===== src/sdac_pkg.sv =====
// Shared constants for the serial converter write front end.
package sdac_pkg;
   // Frame layout.
   localparam int FRAME_BITS = 16;
   localparam int CODE_BITS = 12;
   localparam int MODE_HI_POS = 13;
   localparam int MODE_LO_POS = 12;
   localparam int CODE_MSB_POS = 11;
   // Reset values.
   localparam logic [11:0] CODE_RESET = 12'h000;
   localparam logic [1:0] MODE_RESET = 2'h0;
   localparam logic [15:0] SHIFT_RESET = 16'h0000;
   localparam logic [4:0] COUNT_RESET = 5'h00;
   // Frame-sync high-time figures, kept for reference.
   localparam int CLK_PERIOD_PS = 4000;
   localparam int SYNC_HIGH_MIN_PS = 33000;
   localparam int SYNC_HIGH_CYC = (SYNC_HIGH_MIN_PS + CLK_PERIOD_PS - 1) / CLK_PERIOD_PS;
   // Mode encodings.
   localparam logic [1:0] MODE_NORMAL = 2'h0;
   localparam logic [1:0] MODE_PD_1K = 2'h1;
   localparam logic [1:0] MODE_PD_100K = 2'h2;
   localparam logic [1:0] MODE_PD_OPEN = 2'h3;
   // Frame receiver states, one-hot.
   typedef enum logic [2:0] {
      ST_IDLE = 3'b001,
      ST_SHIFT = 3'b010,
      ST_DONE = 3'b100
   } frame_state_e;
endpackage : sdac_pkg


===== src/sdac_write_ctrl.sv =====
// Serial write front end and control registers of a 12-bit voltage output converter.
// Notes on behaviour
// [RL1] Frame starts on frame-sync falling edge.
// [RL2] Capture data on each clock falling edge.
// [RL3] Sixteenth edge executes frame, updates code/mode.
// [RL4] Host may hold or raise sync after.
// [RL5] Host keeps sync high 33 ns first.
// [RL6] Host may idle sync low between frames.
// [RL7] Host serial clock at most 30 MHz.
// [RL8] Two ignored bits, two mode, twelve code.
// [RL9] Early sync rise clears and discards frame.
// [RL10] Reset loads zero code, zero volts.
// [RL11] Mode 00 normal, others power-down kinds.
// [RL12] Power-down disables analog, selects termination.
// [RL13] Power-down keeps stored code unchanged.
// [RL14] Code is straight binary, zero to 4095.
// [RL15] Host data stable at falling clock edge.
// [RL16] Byte host keeps sync low two bytes.
// [RL17] Serial port host uses 16-bit words.
// [RL18] Host sends most significant bit first.
// [RL19] Extra edges ignored until new frame.
module sdac_write_ctrl
   import sdac_pkg::*;
#(
   parameter int FRAME_LEN = FRAME_BITS
) (
   // Core clock and reset.
   input wire logic core_clk_in,
   input wire logic rstn_in,
   // Serial pins from the host.
   input wire logic frame_sync_n_in,
   input wire logic shift_clock_in,
   input wire logic serial_data_in,
   // Converter code and mode.
   output logic [11:0] dac_code_out,
   output logic [1:0] mode_out,
   // Analog power and termination controls.
   output logic analog_enable_out,
   output logic term_1k_out,
   output logic term_100k_out,
   output logic term_open_out,
   // One-cycle pulse when a frame is executed.
   output logic update_out
);
   logic sync_level; // Synchronised frame sync.
   logic sync_fall; // Frame sync fell.
   logic sync_rise; // Frame sync rose.
   logic sclk_fall; // Shift clock fell.
   logic data_level; // Synchronised data bit.

   frame_state_e state_reg, state_next; // Receiver state.
   logic [15:0] shift_reg, shift_next; // Input shift register.
   logic [4:0] count_reg, count_next; // Edges taken this frame.
   logic [11:0] code_reg, code_next; // Converter code register.
   logic [1:0] mode_reg, mode_next; // Operating mode.
   logic update_reg; // Execute pulse.
   logic pwr_reg, t1k_reg, t100k_reg, topen_reg; // Registered controls.
   logic pwr_d, t1k_d, t100k_d, topen_d; // Decoded from the next mode.

   // Pin synchronisers; data is delayed as much as the clock so they align.
   // Frame sync idles high, so its stages reset high.
   sdac_sync #(
      .RESET_LEVEL(1'b1)
   ) u_sync_fs (
      .core_clk_in(core_clk_in),
      .rstn_in(rstn_in),
      .async_in(frame_sync_n_in),
      .level_out(sync_level),
      .fall_out(sync_fall),
      .rise_out(sync_rise)
   );
   // Shift clock idles low, so its stages reset low and no false fall follows reset.
   sdac_sync #(
      .RESET_LEVEL(1'b0)
   ) u_sync_sclk (
      .core_clk_in(core_clk_in),
      .rstn_in(rstn_in),
      .async_in(shift_clock_in),
      .level_out(),
      .fall_out(sclk_fall),
      .rise_out()
   );
   // Only the data level is used; its edges carry no meaning.
   sdac_sync #(
      .RESET_LEVEL(1'b0)
   ) u_sync_din (
      .core_clk_in(core_clk_in),
      .rstn_in(rstn_in),
      .async_in(serial_data_in),
      .level_out(data_level),
      .fall_out(),
      .rise_out()
   );

   // Edge is taken while sync is low and the frame is open.
   logic take_bit; // A falling shift clock edge inside an open frame.
   logic last_bit; // This edge is the sixteenth.
   logic [15:0] shifted; // Shift register with the new bit appended.
   assign take_bit = (state_reg == ST_SHIFT) && sclk_fall && !sync_level; // [RL2]
   assign last_bit = (count_reg == 5'(FRAME_LEN - 1));
   assign shifted = {shift_reg[FRAME_LEN-2:0], data_level}; // [RL2]

   // Field decoders; the receiver and its checks share them so both read a frame alike.
   // Mode field of a received frame, high bit first.
   function automatic logic [1:0] frame_mode(input logic [15:0] frame);
      frame_mode = {frame[MODE_HI_POS], frame[MODE_LO_POS]}; // [RL8]
   endfunction : frame_mode

   // Code field of a received frame, most significant bit first.
   function automatic logic [11:0] frame_code(input logic [15:0] frame);
      frame_code = frame[CODE_MSB_POS:0]; // [RL8]
   endfunction : frame_code

   // True in the cycle whose edge moves the receiver from shifting to done.
   function automatic logic frame_exec(input frame_state_e cur, input frame_state_e nxt);
      frame_exec = (cur == ST_SHIFT) && (nxt == ST_DONE);
   endfunction : frame_exec

   // Next-state logic for the frame receiver.
   // A frame opens on a synchronised sync fall, takes one bit per synchronised
   // shift clock fall and executes on the sixteenth. Synchronised sync high in
   // the shifting state aborts; the done state waits for sync to rise so that
   // edges past the sixteenth change nothing.
   always_comb begin
      state_next = state_reg;
      shift_next = shift_reg;
      count_next = count_reg;
      code_next = code_reg;
      mode_next = mode_reg;
      case (state_reg)
         ST_IDLE: begin
            // Only a fresh falling edge of sync opens a frame.
            if (sync_fall) begin
               state_next = ST_SHIFT; // [RL1]
               shift_next = SHIFT_RESET;
               count_next = COUNT_RESET;
            end
         end
         ST_SHIFT: begin
            if (sync_rise || sync_level) begin
               // Early rise aborts: clear and keep code and mode.
               state_next = ST_IDLE; // [RL9]
               shift_next = SHIFT_RESET; // [RL9]
               count_next = COUNT_RESET;
            end else if (take_bit) begin
               // Shift the bit in behind the earlier ones and count the edge.
               shift_next = shifted;
               count_next = count_reg + 5'h01;
               if (last_bit) begin
                  // Execute: mode from bits 13:12, code MSB first from 11:0.
                  state_next = ST_DONE; // [RL3]
                  mode_next = frame_mode(shifted); // [RL8] [RL11]
                  code_next = frame_code(shifted); // [RL8] [RL14]
               end
            end
         end
         ST_DONE: begin
            // Further edges are ignored until sync rises.
            if (sync_level) begin
               state_next = ST_IDLE; // [RL19]
            end
         end
         default: begin
            // A code outside the one-hot set goes back to idle.
            state_next = ST_IDLE;
         end
      endcase
   end

   // Mode decode of the next mode so controls register with it.
   sdac_mode_decode u_dec (
      .mode_in(mode_next), .powered_out(pwr_d), .term_1k_out(t1k_d),
      .term_100k_out(t100k_d), .term_open_out(topen_d)
   );

   // State and frame registers; reset gives zero code, normal mode.
   always_ff @(posedge core_clk_in) begin
      if (!rstn_in) begin
         // Power-up state: idle receiver, zero code, normal mode.
         state_reg <= ST_IDLE;
         shift_reg <= SHIFT_RESET;
         count_reg <= COUNT_RESET;
         code_reg <= CODE_RESET; // [RL10]
         mode_reg <= MODE_RESET; // [RL10]
      end else begin
         // Code and mode only move when the receiver executes a frame.
         state_reg <= state_next;
         shift_reg <= shift_next;
         count_reg <= count_next;
         code_reg <= code_next; // [RL13]
         mode_reg <= mode_next;
      end
   end

   // Registered analog controls and the execute pulse.
   always_ff @(posedge core_clk_in) begin
      if (!rstn_in) begin
         // Reset leaves the output stage powered with no termination.
         pwr_reg <= 1'b1;
         t1k_reg <= 1'b0;
         t100k_reg <= 1'b0;
         topen_reg <= 1'b0;
         update_reg <= 1'b0;
      end else begin
         // Controls register from the next mode so they change with mode_out.
         pwr_reg <= pwr_d; // [RL12]
         t1k_reg <= t1k_d; // [RL12]
         t100k_reg <= t100k_d;
         topen_reg <= topen_d;
         update_reg <= frame_exec(state_reg, state_next); // [RL3]
      end
   end

   // Outputs straight from flip-flops.
   // Nothing combinational reaches a top-level output.
   assign dac_code_out = code_reg;
   assign mode_out = mode_reg;
   assign analog_enable_out = pwr_reg;
   assign term_1k_out = t1k_reg;
   assign term_100k_out = t100k_reg;
   assign term_open_out = topen_reg;
   assign update_out = update_reg;

   // Checks on the frame receiver and the stored code and mode.
   // They watch registers and the logic decoded from them, so each holds on the core clock edge
   // without regard to where the host's pin edges fall.
   // Code changes only on an execute.
   code_hold_a: assert property (@(posedge core_clk_in) disable iff (!rstn_in) // [RL9]
      !update_reg |-> $stable(code_reg) || $past(state_next == ST_DONE && state_reg == ST_SHIFT))
      else $error("code changed without frame execute");
   // Execute happens only after sixteen edges.
   exec_count_a: assert property (@(posedge core_clk_in) disable iff (!rstn_in) // [RL3]
      update_reg |-> count_reg == 5'(FRAME_LEN))
      else $error("execute without sixteen edges");
   // Abort clears the shift register.
   abort_clear_a: assert property (@(posedge core_clk_in) disable iff (!rstn_in) // [RL9]
      (state_reg == ST_SHIFT && sync_level) |=> shift_reg == SHIFT_RESET && state_reg == ST_IDLE)
      else $error("abort did not clear shift register");
   // Mode matches the received bits after execute.
   mode_load_a: assert property (@(posedge core_clk_in) disable iff (!rstn_in) // [RL11]
      update_reg |-> mode_reg == frame_mode(shift_reg))
      else $error("mode not taken from frame");
   // Code matches the low twelve bits.
   code_load_a: assert property (@(posedge core_clk_in) disable iff (!rstn_in) // [RL8]
      update_reg |-> code_reg == frame_code(shift_reg))
      else $error("code not taken from frame");
   // Power follows mode in the same cycle.
   power_follow_a: assert property (@(posedge core_clk_in) disable iff (!rstn_in) // [RL12]
      analog_enable_out == (mode_reg == MODE_NORMAL))
      else $error("analog enable disagrees with mode");
   // Done state ignores edges.
   done_ignore_a: assert property (@(posedge core_clk_in) disable iff (!rstn_in) // [RL19]
      (state_reg == ST_DONE && !sync_level) |=> $stable(shift_reg) && $stable(code_reg))
      else $error("edge after sixteenth was taken");
   // Frame opens only from a sync fall.
   frame_open_a: assert property (@(posedge core_clk_in) disable iff (!rstn_in) // [RL1]
      (state_reg == ST_IDLE && !sync_fall) |=> state_reg == ST_IDLE)
      else $error("frame opened without sync fall");
   // A sync fall in idle opens a frame with a fresh count.
   frame_start_a: assert property (@(posedge core_clk_in) disable iff (!rstn_in) // [RL1]
      (state_reg == ST_IDLE && sync_fall) |=> state_reg == ST_SHIFT && count_reg == COUNT_RESET)
      else $error("sync fall did not open a frame");
   // Each taken edge before the sixteenth adds one to the count.
   count_step_a: assert property (@(posedge core_clk_in) disable iff (!rstn_in) // [RL2]
      (take_bit && !last_bit) |=> count_reg == $past(count_reg) + 5'h01)
      else $error("taken edge not counted");
   // Each taken edge shifts the sampled data bit in.
   shift_take_a: assert property (@(posedge core_clk_in) disable iff (!rstn_in) // [RL2]
      take_bit |=> shift_reg == $past(shifted))
      else $error("data bit not shifted in");
   // The count never runs past one frame.
   count_bound_a: assert property (@(posedge core_clk_in) disable iff (!rstn_in) // [RL19]
      count_reg <= 5'(FRAME_LEN))
      else $error("edge count ran past the frame");
   // An abort keeps the stored code and mode.
   abort_keep_a: assert property (@(posedge core_clk_in) disable iff (!rstn_in) // [RL9]
      (state_reg == ST_SHIFT && sync_level) |=> $stable(code_reg) && $stable(mode_reg))
      else $error("abort changed code or mode");
   // Mode changes only on an execute.
   mode_hold_a: assert property (@(posedge core_clk_in) disable iff (!rstn_in) // [RL9]
      !update_reg |-> $stable(mode_reg))
      else $error("mode changed without frame execute");
   // The execute pulse lasts one cycle and comes with the done state.
   update_pulse_a: assert property (@(posedge core_clk_in) disable iff (!rstn_in) // [RL3]
      update_reg |-> state_reg == ST_DONE ##1 !update_reg)
      else $error("execute pulse out of place");
   // Exactly one of power and the three terminations is selected.
   term_onehot_a: assert property (@(posedge core_clk_in) disable iff (!rstn_in) // [RL12]
      $onehot({analog_enable_out, term_1k_out, term_100k_out, term_open_out}))
      else $error("output stage selection not one-hot");
   // Each termination matches its mode code.
   term_select_a: assert property (@(posedge core_clk_in) disable iff (!rstn_in) // [RL11]
      {term_1k_out, term_100k_out, term_open_out} ==
      {mode_reg == MODE_PD_1K, mode_reg == MODE_PD_100K, mode_reg == MODE_PD_OPEN})
      else $error("termination select disagrees with mode");

   // Main scenarios that the bench should reach.
   full_frame_c: cover property (@(posedge core_clk_in) disable iff (!rstn_in) update_reg);
   abort_c: cover property (@(posedge core_clk_in) disable iff (!rstn_in)
      state_reg == ST_SHIFT && sync_rise && count_reg != COUNT_RESET);
   powerdown_c: cover property (@(posedge core_clk_in) disable iff (!rstn_in) update_reg && !pwr_d);
   open_mode_c: cover property (@(posedge core_clk_in) disable iff (!rstn_in) update_reg && term_open_out);
   extra_edge_c: cover property (@(posedge core_clk_in) disable iff (!rstn_in) state_reg == ST_DONE && sclk_fall);
endmodule : sdac_write_ctrl


===== src/sdac_sync.sv =====
// Two-stage synchroniser with falling and rising edge detection.
module sdac_sync #(
   // Level the stages take in reset; it matches the pin's idle level so no false edge follows reset.
   parameter logic RESET_LEVEL = 1'b1
) (
   // Clock and reset.
   input wire logic core_clk_in,
   input wire logic rstn_in,
   // Asynchronous input.
   input wire logic async_in,
   // Synchronised level and edges.
   output logic level_out,
   output logic fall_out,
   output logic rise_out
);
   logic meta_reg; // First stage, read only by the second.
   logic sync_reg; // Second stage.
   logic prev_reg; // Delayed copy for edge detection.

   // Shift the input through the stages; all reset to the pin's idle level.
   always_ff @(posedge core_clk_in) begin
      if (!rstn_in) begin
         meta_reg <= RESET_LEVEL;
         sync_reg <= RESET_LEVEL;
         prev_reg <= RESET_LEVEL;
      end else begin
         meta_reg <= async_in;
         sync_reg <= meta_reg;
         prev_reg <= sync_reg;
      end
   end

   // Edges come from the second and third stages only.
   assign level_out = sync_reg;
   assign fall_out = prev_reg & ~sync_reg;
   assign rise_out = ~prev_reg & sync_reg;
endmodule : sdac_sync


===== src/sdac_mode_decode.sv =====
// Decodes the stored mode into power and output termination controls.
module sdac_mode_decode
   import sdac_pkg::*;
(
   // Stored mode.
   input wire logic [1:0] mode_in,
   // Power and termination controls.
   output logic powered_out,
   output logic term_1k_out,
   output logic term_100k_out,
   output logic term_open_out
);
   // Any nonzero mode shuts down bias, amplifier and string.
   assign powered_out = (mode_in == MODE_NORMAL);
   assign term_1k_out = (mode_in == MODE_PD_1K);
   assign term_100k_out = (mode_in == MODE_PD_100K);
   assign term_open_out = (mode_in == MODE_PD_OPEN);
endmodule : sdac_mode_decode


===== config.mk =====
export PLATFORM = sky130hd
export DESIGN_NAME = sdac_write_ctrl
export DESIGN_NICKNAME = d
export VERILOG_FILES = /design/src/sdac_pkg.sv /design/src/sdac_write_ctrl.sv /design/src/sdac_sync.sv /design/src/sdac_mode_decode.sv
export SDC_FILE = /design/constraint.sdc
export NUM_CORES = 1
export LEC_CHECK = 0
export BUFFER_PORTS_ARGS = -buffer_cell sky130_fd_sc_hd__buf_4
export CORE_UTILIZATION = 40
export CTS_CLUSTER_DIAMETER = 40
export CTS_CLUSTER_SIZE = 40
export DETAILED_ROUTE_END_ITERATION = 8
export SLEW_MARGIN = 20
export SYNTH_ARGS = -nofsm -noshare
export SYNTH_HDL_FRONTEND = slang
export SYNTH_SLANG_ARGS = --single-unit

===== constraint.sdc =====
create_clock -name core_clk_in -period 3.4 [get_ports core_clk_in]
set_input_delay 0.34 -clock core_clk_in [delete_from_list [all_inputs] [get_ports core_clk_in]]
set_output_delay 0.34 -clock core_clk_in [all_outputs]
set_load 0.02 [all_outputs]

* Word-level counts from Yosys, hierarchy flattened
Index checks and enable logic that the tools add are counted.
** Storage, ports and cells
- Register bits :: 48
- Input port bits :: 5
- Output and inout port bits :: 19
- Logic and storage cells :: 63
** Operators by class
- $add $sub $neg :: 1
- Eq/ne operators :: 10
- Mux-type cells :: 18
- Bitwise logic cells :: 7
- Reduce and logical (&&, ||, !) cells :: 9
** Operators by type and width (count)
- 13-bit two-way mux :: 3
- 13-bit one-hot mux with 2 select lines :: 1
- 3-bit two-way mux :: 5
- 5-bit two-way mux :: 3
- 5-bit one-hot mux with 2 select lines :: 1
- 3-bit one-hot mux with 3 select lines :: 1
- 2-bit two-way mux :: 4
- 3-bit == test, second input constant :: 2
- 5-bit by 1-bit adder with 5-bit output, second input constant :: 1
- 5-bit by 4-bit == test with 1-bit output, second input constant :: 1
- 2-bit == test, second input constant :: 2
- 1-bit NOT :: 4
- 4-bit AND reduction :: 1
- 1-bit bitwise AND :: 3
- 3-bit by 1-bit == test with 1-bit output, second input constant :: 1
- 3-bit by 2-bit == test with 1-bit output, second input constant :: 1
- 1-bit logical AND :: 3
- 3-bit by 2-bit != test with 1-bit output, second input constant :: 1
- 3-bit AND reduction :: 1
- 2-bit by 1-bit == test with 1-bit output, second input constant :: 1
- 2-bit logical NOT :: 1
- 2-bit != test, second input constant :: 1
- 2-bit nonzero test :: 1
- 1-bit logical NOT :: 1
- 1-bit logical OR :: 1

* Longest topological paths before layout
- Depth after elaboration :: 9
- Mapped depth :: 9
- Depth with buffers taken out :: 7

* By module
A second synthesis with hierarchy kept.
** Unflattened totals
- Cells, all modules :: 238
- Area total of the unflattened synthesis :: 2164.6 um^2
** Modules (own cells, without submodules)
- sdac_write_ctrl :: times used 1, cells an instance 210, area each 1864.3 um^2
- sdac_sync :: times used 3, cells an instance 8, area each 91.3 um^2
- sdac_mode_decode :: times used 1, cells an instance 4, area each 26.3 um^2

* Worst setup path before layout
No wires, ideal clock.
- Kind :: register to register
- Start point :: register count_reg[0]
- End point :: register code_reg[10], in the netlist dac_code_out[10]
- Setup time :: 0.118 ns
- Arrival :: 1.756 ns
- Path slack :: 1.525 ns
- Stages on the path, launching flop included :: 10
- Buffers on the path :: 2
- Clock period less this slack :: 1.875 ns
- Path through :: dfxtp_1 > ha_1 > and3_1 > ha_1 > nand4bb_4 > or3_1 > buf_6 > buf_12 > nand2_2 > a21boi_2
** On the way
- Cells in the longest elaborated chain, start to end :: 2
** RTL lines
- start, declared :: line sdac_write_ctrl.sv:53 : logic [4:0] count_reg, count_next;
- start signal, assigned :: line sdac_write_ctrl.sv:189 : count_reg <= count_next;
- 5-bit by 4-bit == test with 1-bit output :: line sdac_write_ctrl.sv:100 : assign last_bit = (count_reg == 5'(FRAME_LEN - 1));
- 4-bit AND reduction (no line)
- end signal, assigned :: line sdac_write_ctrl.sv:190 : code_reg <= code_next;
- end, declared :: line sdac_write_ctrl.sv:54 : logic [11:0] code_reg, code_next;
Every way passes these cells.
A chain may end at the register's enable or synchronous reset.

* Worst setup path after layout
- Start point :: register count_reg[0]
- End point :: register pwr_reg, in the netlist analog_enable_out
** On the way
- Cells in the longest elaborated chain, start to end :: 6
** RTL lines
- 5-bit by 4-bit == test with 1-bit output :: line sdac_write_ctrl.sv:100
- 2-bit two-way mux :: line sdac_write_ctrl.sv:149 : if (last_bit) begin
- 2-bit two-way mux :: line sdac_write_ctrl.sv:145 : end else if (take_bit) begin
- 2-bit two-way mux :: line sdac_write_ctrl.sv:140 : if (sync_rise || sync_level) begin
- 2-bit two-way mux :: line sdac_write_ctrl.sv:130 : case (state_reg)
- 2-bit logical NOT :: line sdac_mode_decode.sv:14 : assign powered_out = (mode_in == MODE_NORMAL);
- end signal, assigned :: line sdac_write_ctrl.sv:206 : pwr_reg <= pwr_d;
- end, declared :: line sdac_write_ctrl.sv:57 : logic pwr_reg, t1k_reg, t100k_reg, topen_reg;
Every way passes these cells.

==> metrics.txt <==
grt total ovfl 0; fin crit share 66.9%; drt wl/cell 11.3 um; antenna violations before repair 0; Final Hold Vio Count 0; Seq/Total Area, Yosys 47.2%; Worst-Margin Slew 0.884 ns; row cnt 25; total placed instance area 2190 um2; Final Max Slew Viols 0; f_max 0.440 GHz; largest cells by area after synthesis dfxtp_1, nand2_1, mux2i_1, a21boi_2, a21boi_1; status finished, final reports clean; vias per inst 4.79; top-area cell type share of the netlist area 47.2%; CTS Buf Count 5; Rel. slew slack 41.1%; Hold Crit Class in2reg; Post-CTS Repair Setup Buffers 0; DRC errors left 0; Cell Count, Final, Fillers Out 293; mapped cell area 2030 um2; CTS-repair resized insts 0; Die Area 5380 um2; Max Clock Skew 0.00739 ns; HPWL Detailed 2110 um; Area Overhead vs Synth 13.2%; TritonRoute pass-1 iters 4; antenna-violating nets left 0; Final Power 1000 uW; Fillers 484; diodes inserted 0; PwrDens 436 nW/um2; VDD IR max 0.000315 V; largest net degree at the start of global routing 46; CTS clk-pin slew, worst paths 0.09 ns; Tot GR Track Use 13.9%; register area 961 um2; Starting Density 42.2%; Sink Count 48; Fin Hold WS 0.229 ns; Core ar. 4820 um2; PortBufs 23; RSZ-0062 raised after global routing no; worst path arrival time 2.47 ns; Synth Instances 207; fraction of registers with async set/reset 0%; clock period minus worst slack 2.27 ns; syn nets 214; Synth Register Bits 48; Top Ports 24; CTS tree done; Main synth FF type dfxtp_1; Multi-input gate area 966 um2; Post-Place Cells 285; Final setup viols 0; Vias 1,404; routability cong. 0.704; CTS Hold Buffers Added 0; Max Cap Viol 0; iteration-0 DRC count of the detailed router 63; clock buffer depth 2; Ys Warns 0; CP endpoint kind flop; clk_lat worst skew 0.29 ns; global-route wire length before repair 5740 um; Post-synth EDFFs 0; flip-flop count of the largest register after layout 13; startpoint types flop; Mean Syn Cell Area 9.83 um2; share of post-route cells with drive strength above 1 24.3%; Die W 73.3 um; critical setup path kind reg2reg; vias in the first global route 1,258; cell taking the most area after synthesis dfxtp_1; setup tns final 0 ns; Leak 0.000897 uW; final WL 3310 um; Critical Path RT 3.60 ns; CP Max Fanout 19; overall die height 73.3 um; nets 232; finished layout cell area 2300 um2; # H-tree levels 2; Synth cell types 39; clock tree root driver cell clkbuf_8
-- cells in the mapped netlist (all sizes together) (3+ instances only) --
library cell / n
nor3: 3
nand3b: 4
nand3: 3
nor2: 3
dfxtp: 48
nand2: 61
a21oi: 3
o21ai: 3
clkbuf: 4
and2: 6
a21boi: 17
mux2i: 15
buf: 8
nand2b: 6
-- power breakdown --
| part | total [uW] | switching, uW | leakage [uW] | internal (uW) |
|---|---|---|---|---|
| registers | 569 | 3.09 | 0.000388 | 566 |
| clock network | 405 | 187 | 0.0000541 | 218 |
| logic | 30.0 | 14.9 | 0.000455 | 15.1 |
| total | 1000 | 205 | 0.000897 | 799 |
-- final timing paths --
path                 startpoint                  end  slack, ns  cells after the start
max                count_reg[0]    analog_enable_out       1.13                      6
min             frame_sync_n_in   u_sync_fs.meta_reg       0.23                      2
max reg2reg        count_reg[0]    analog_enable_out       1.13                      6
min reg2reg  u_sync_fs.meta_reg  u_sync_fs.level_out       0.41                      1
-- cells in the final DEF (no fill, tap or decap), types with 2 or more instances in the layout --
master / Yosys / routed
clkbuf_8: 0 / 5
o21ai_1: 2 / 2
inv_1: 2 / 2
and2_1: 6 / 6
a21boi_1: 8 / 8
o211ai_1: 2 / 2
nand2b_1: 6 / 6
a21oi_1: 3 / 3
nor3_4: 2 / 2
nand2_2: 9 / 9
ha_1: 2 / 2
a21boi_2: 9 / 9
or3_1: 2 / 2
nand3_1: 3 / 3
mux2i_1: 15 / 15
nand2_1: 52 / 52
and3b_1: 2 / 2
nor3b_1: 2 / 2
buf_4: 1 / 23
nor2_1: 2 / 2
nand3b_1: 4 / 4
dfxtp_1: 48 / 48
-- layer usage --
layer | GRT usage [%] | share of wire, % | vias up
met5 | 0 | 0 | -
met4 | 5.13 | 1.2 | 0
met3 | 3.29 | 3.4 | 5
met2 | 21.7 | 45 | 25
met1 | 18.6 | 50 | 642
li1 | - | - | 732
-- stage by stage --
step,util [%],worst slack (ns)
5_1_grt,47.8,0.911
3_3_place_gp,45.5,1.17
6_report,47.8,1.13
3_5_place_dp,45.5,1.12
2_1_floorplan,-,1.53
4_1_cts,47.8,1.10
-- final cells by class --
type	count	share of cell area (%)
inverters	2	0.326
clock inverters	3	1.85
well taps	67	3.64
multi-input cells	145	42.0
flip-flops and latches	48	41.7
clock buffers	5	2.99
repair buffers	23	7.50
-- worst max-delay path, cell delays in order, from the launching register on --
cell and delay, ns:
dfxtp_1 0.39, ha_1 0.20, and3_1 0.16, ha_1 0.20, nand4bb_4 0.15, or3_1 0.74
o311ai_2 0.35
-- cell families after synthesis --
group	synth area share, %
fa+ha+maj	1.23
buf+inv	5.29
simple gates	26.0
flops	47.2
mux	7.38
compound gates	12.9
Power figures use the tool's default switching activity.
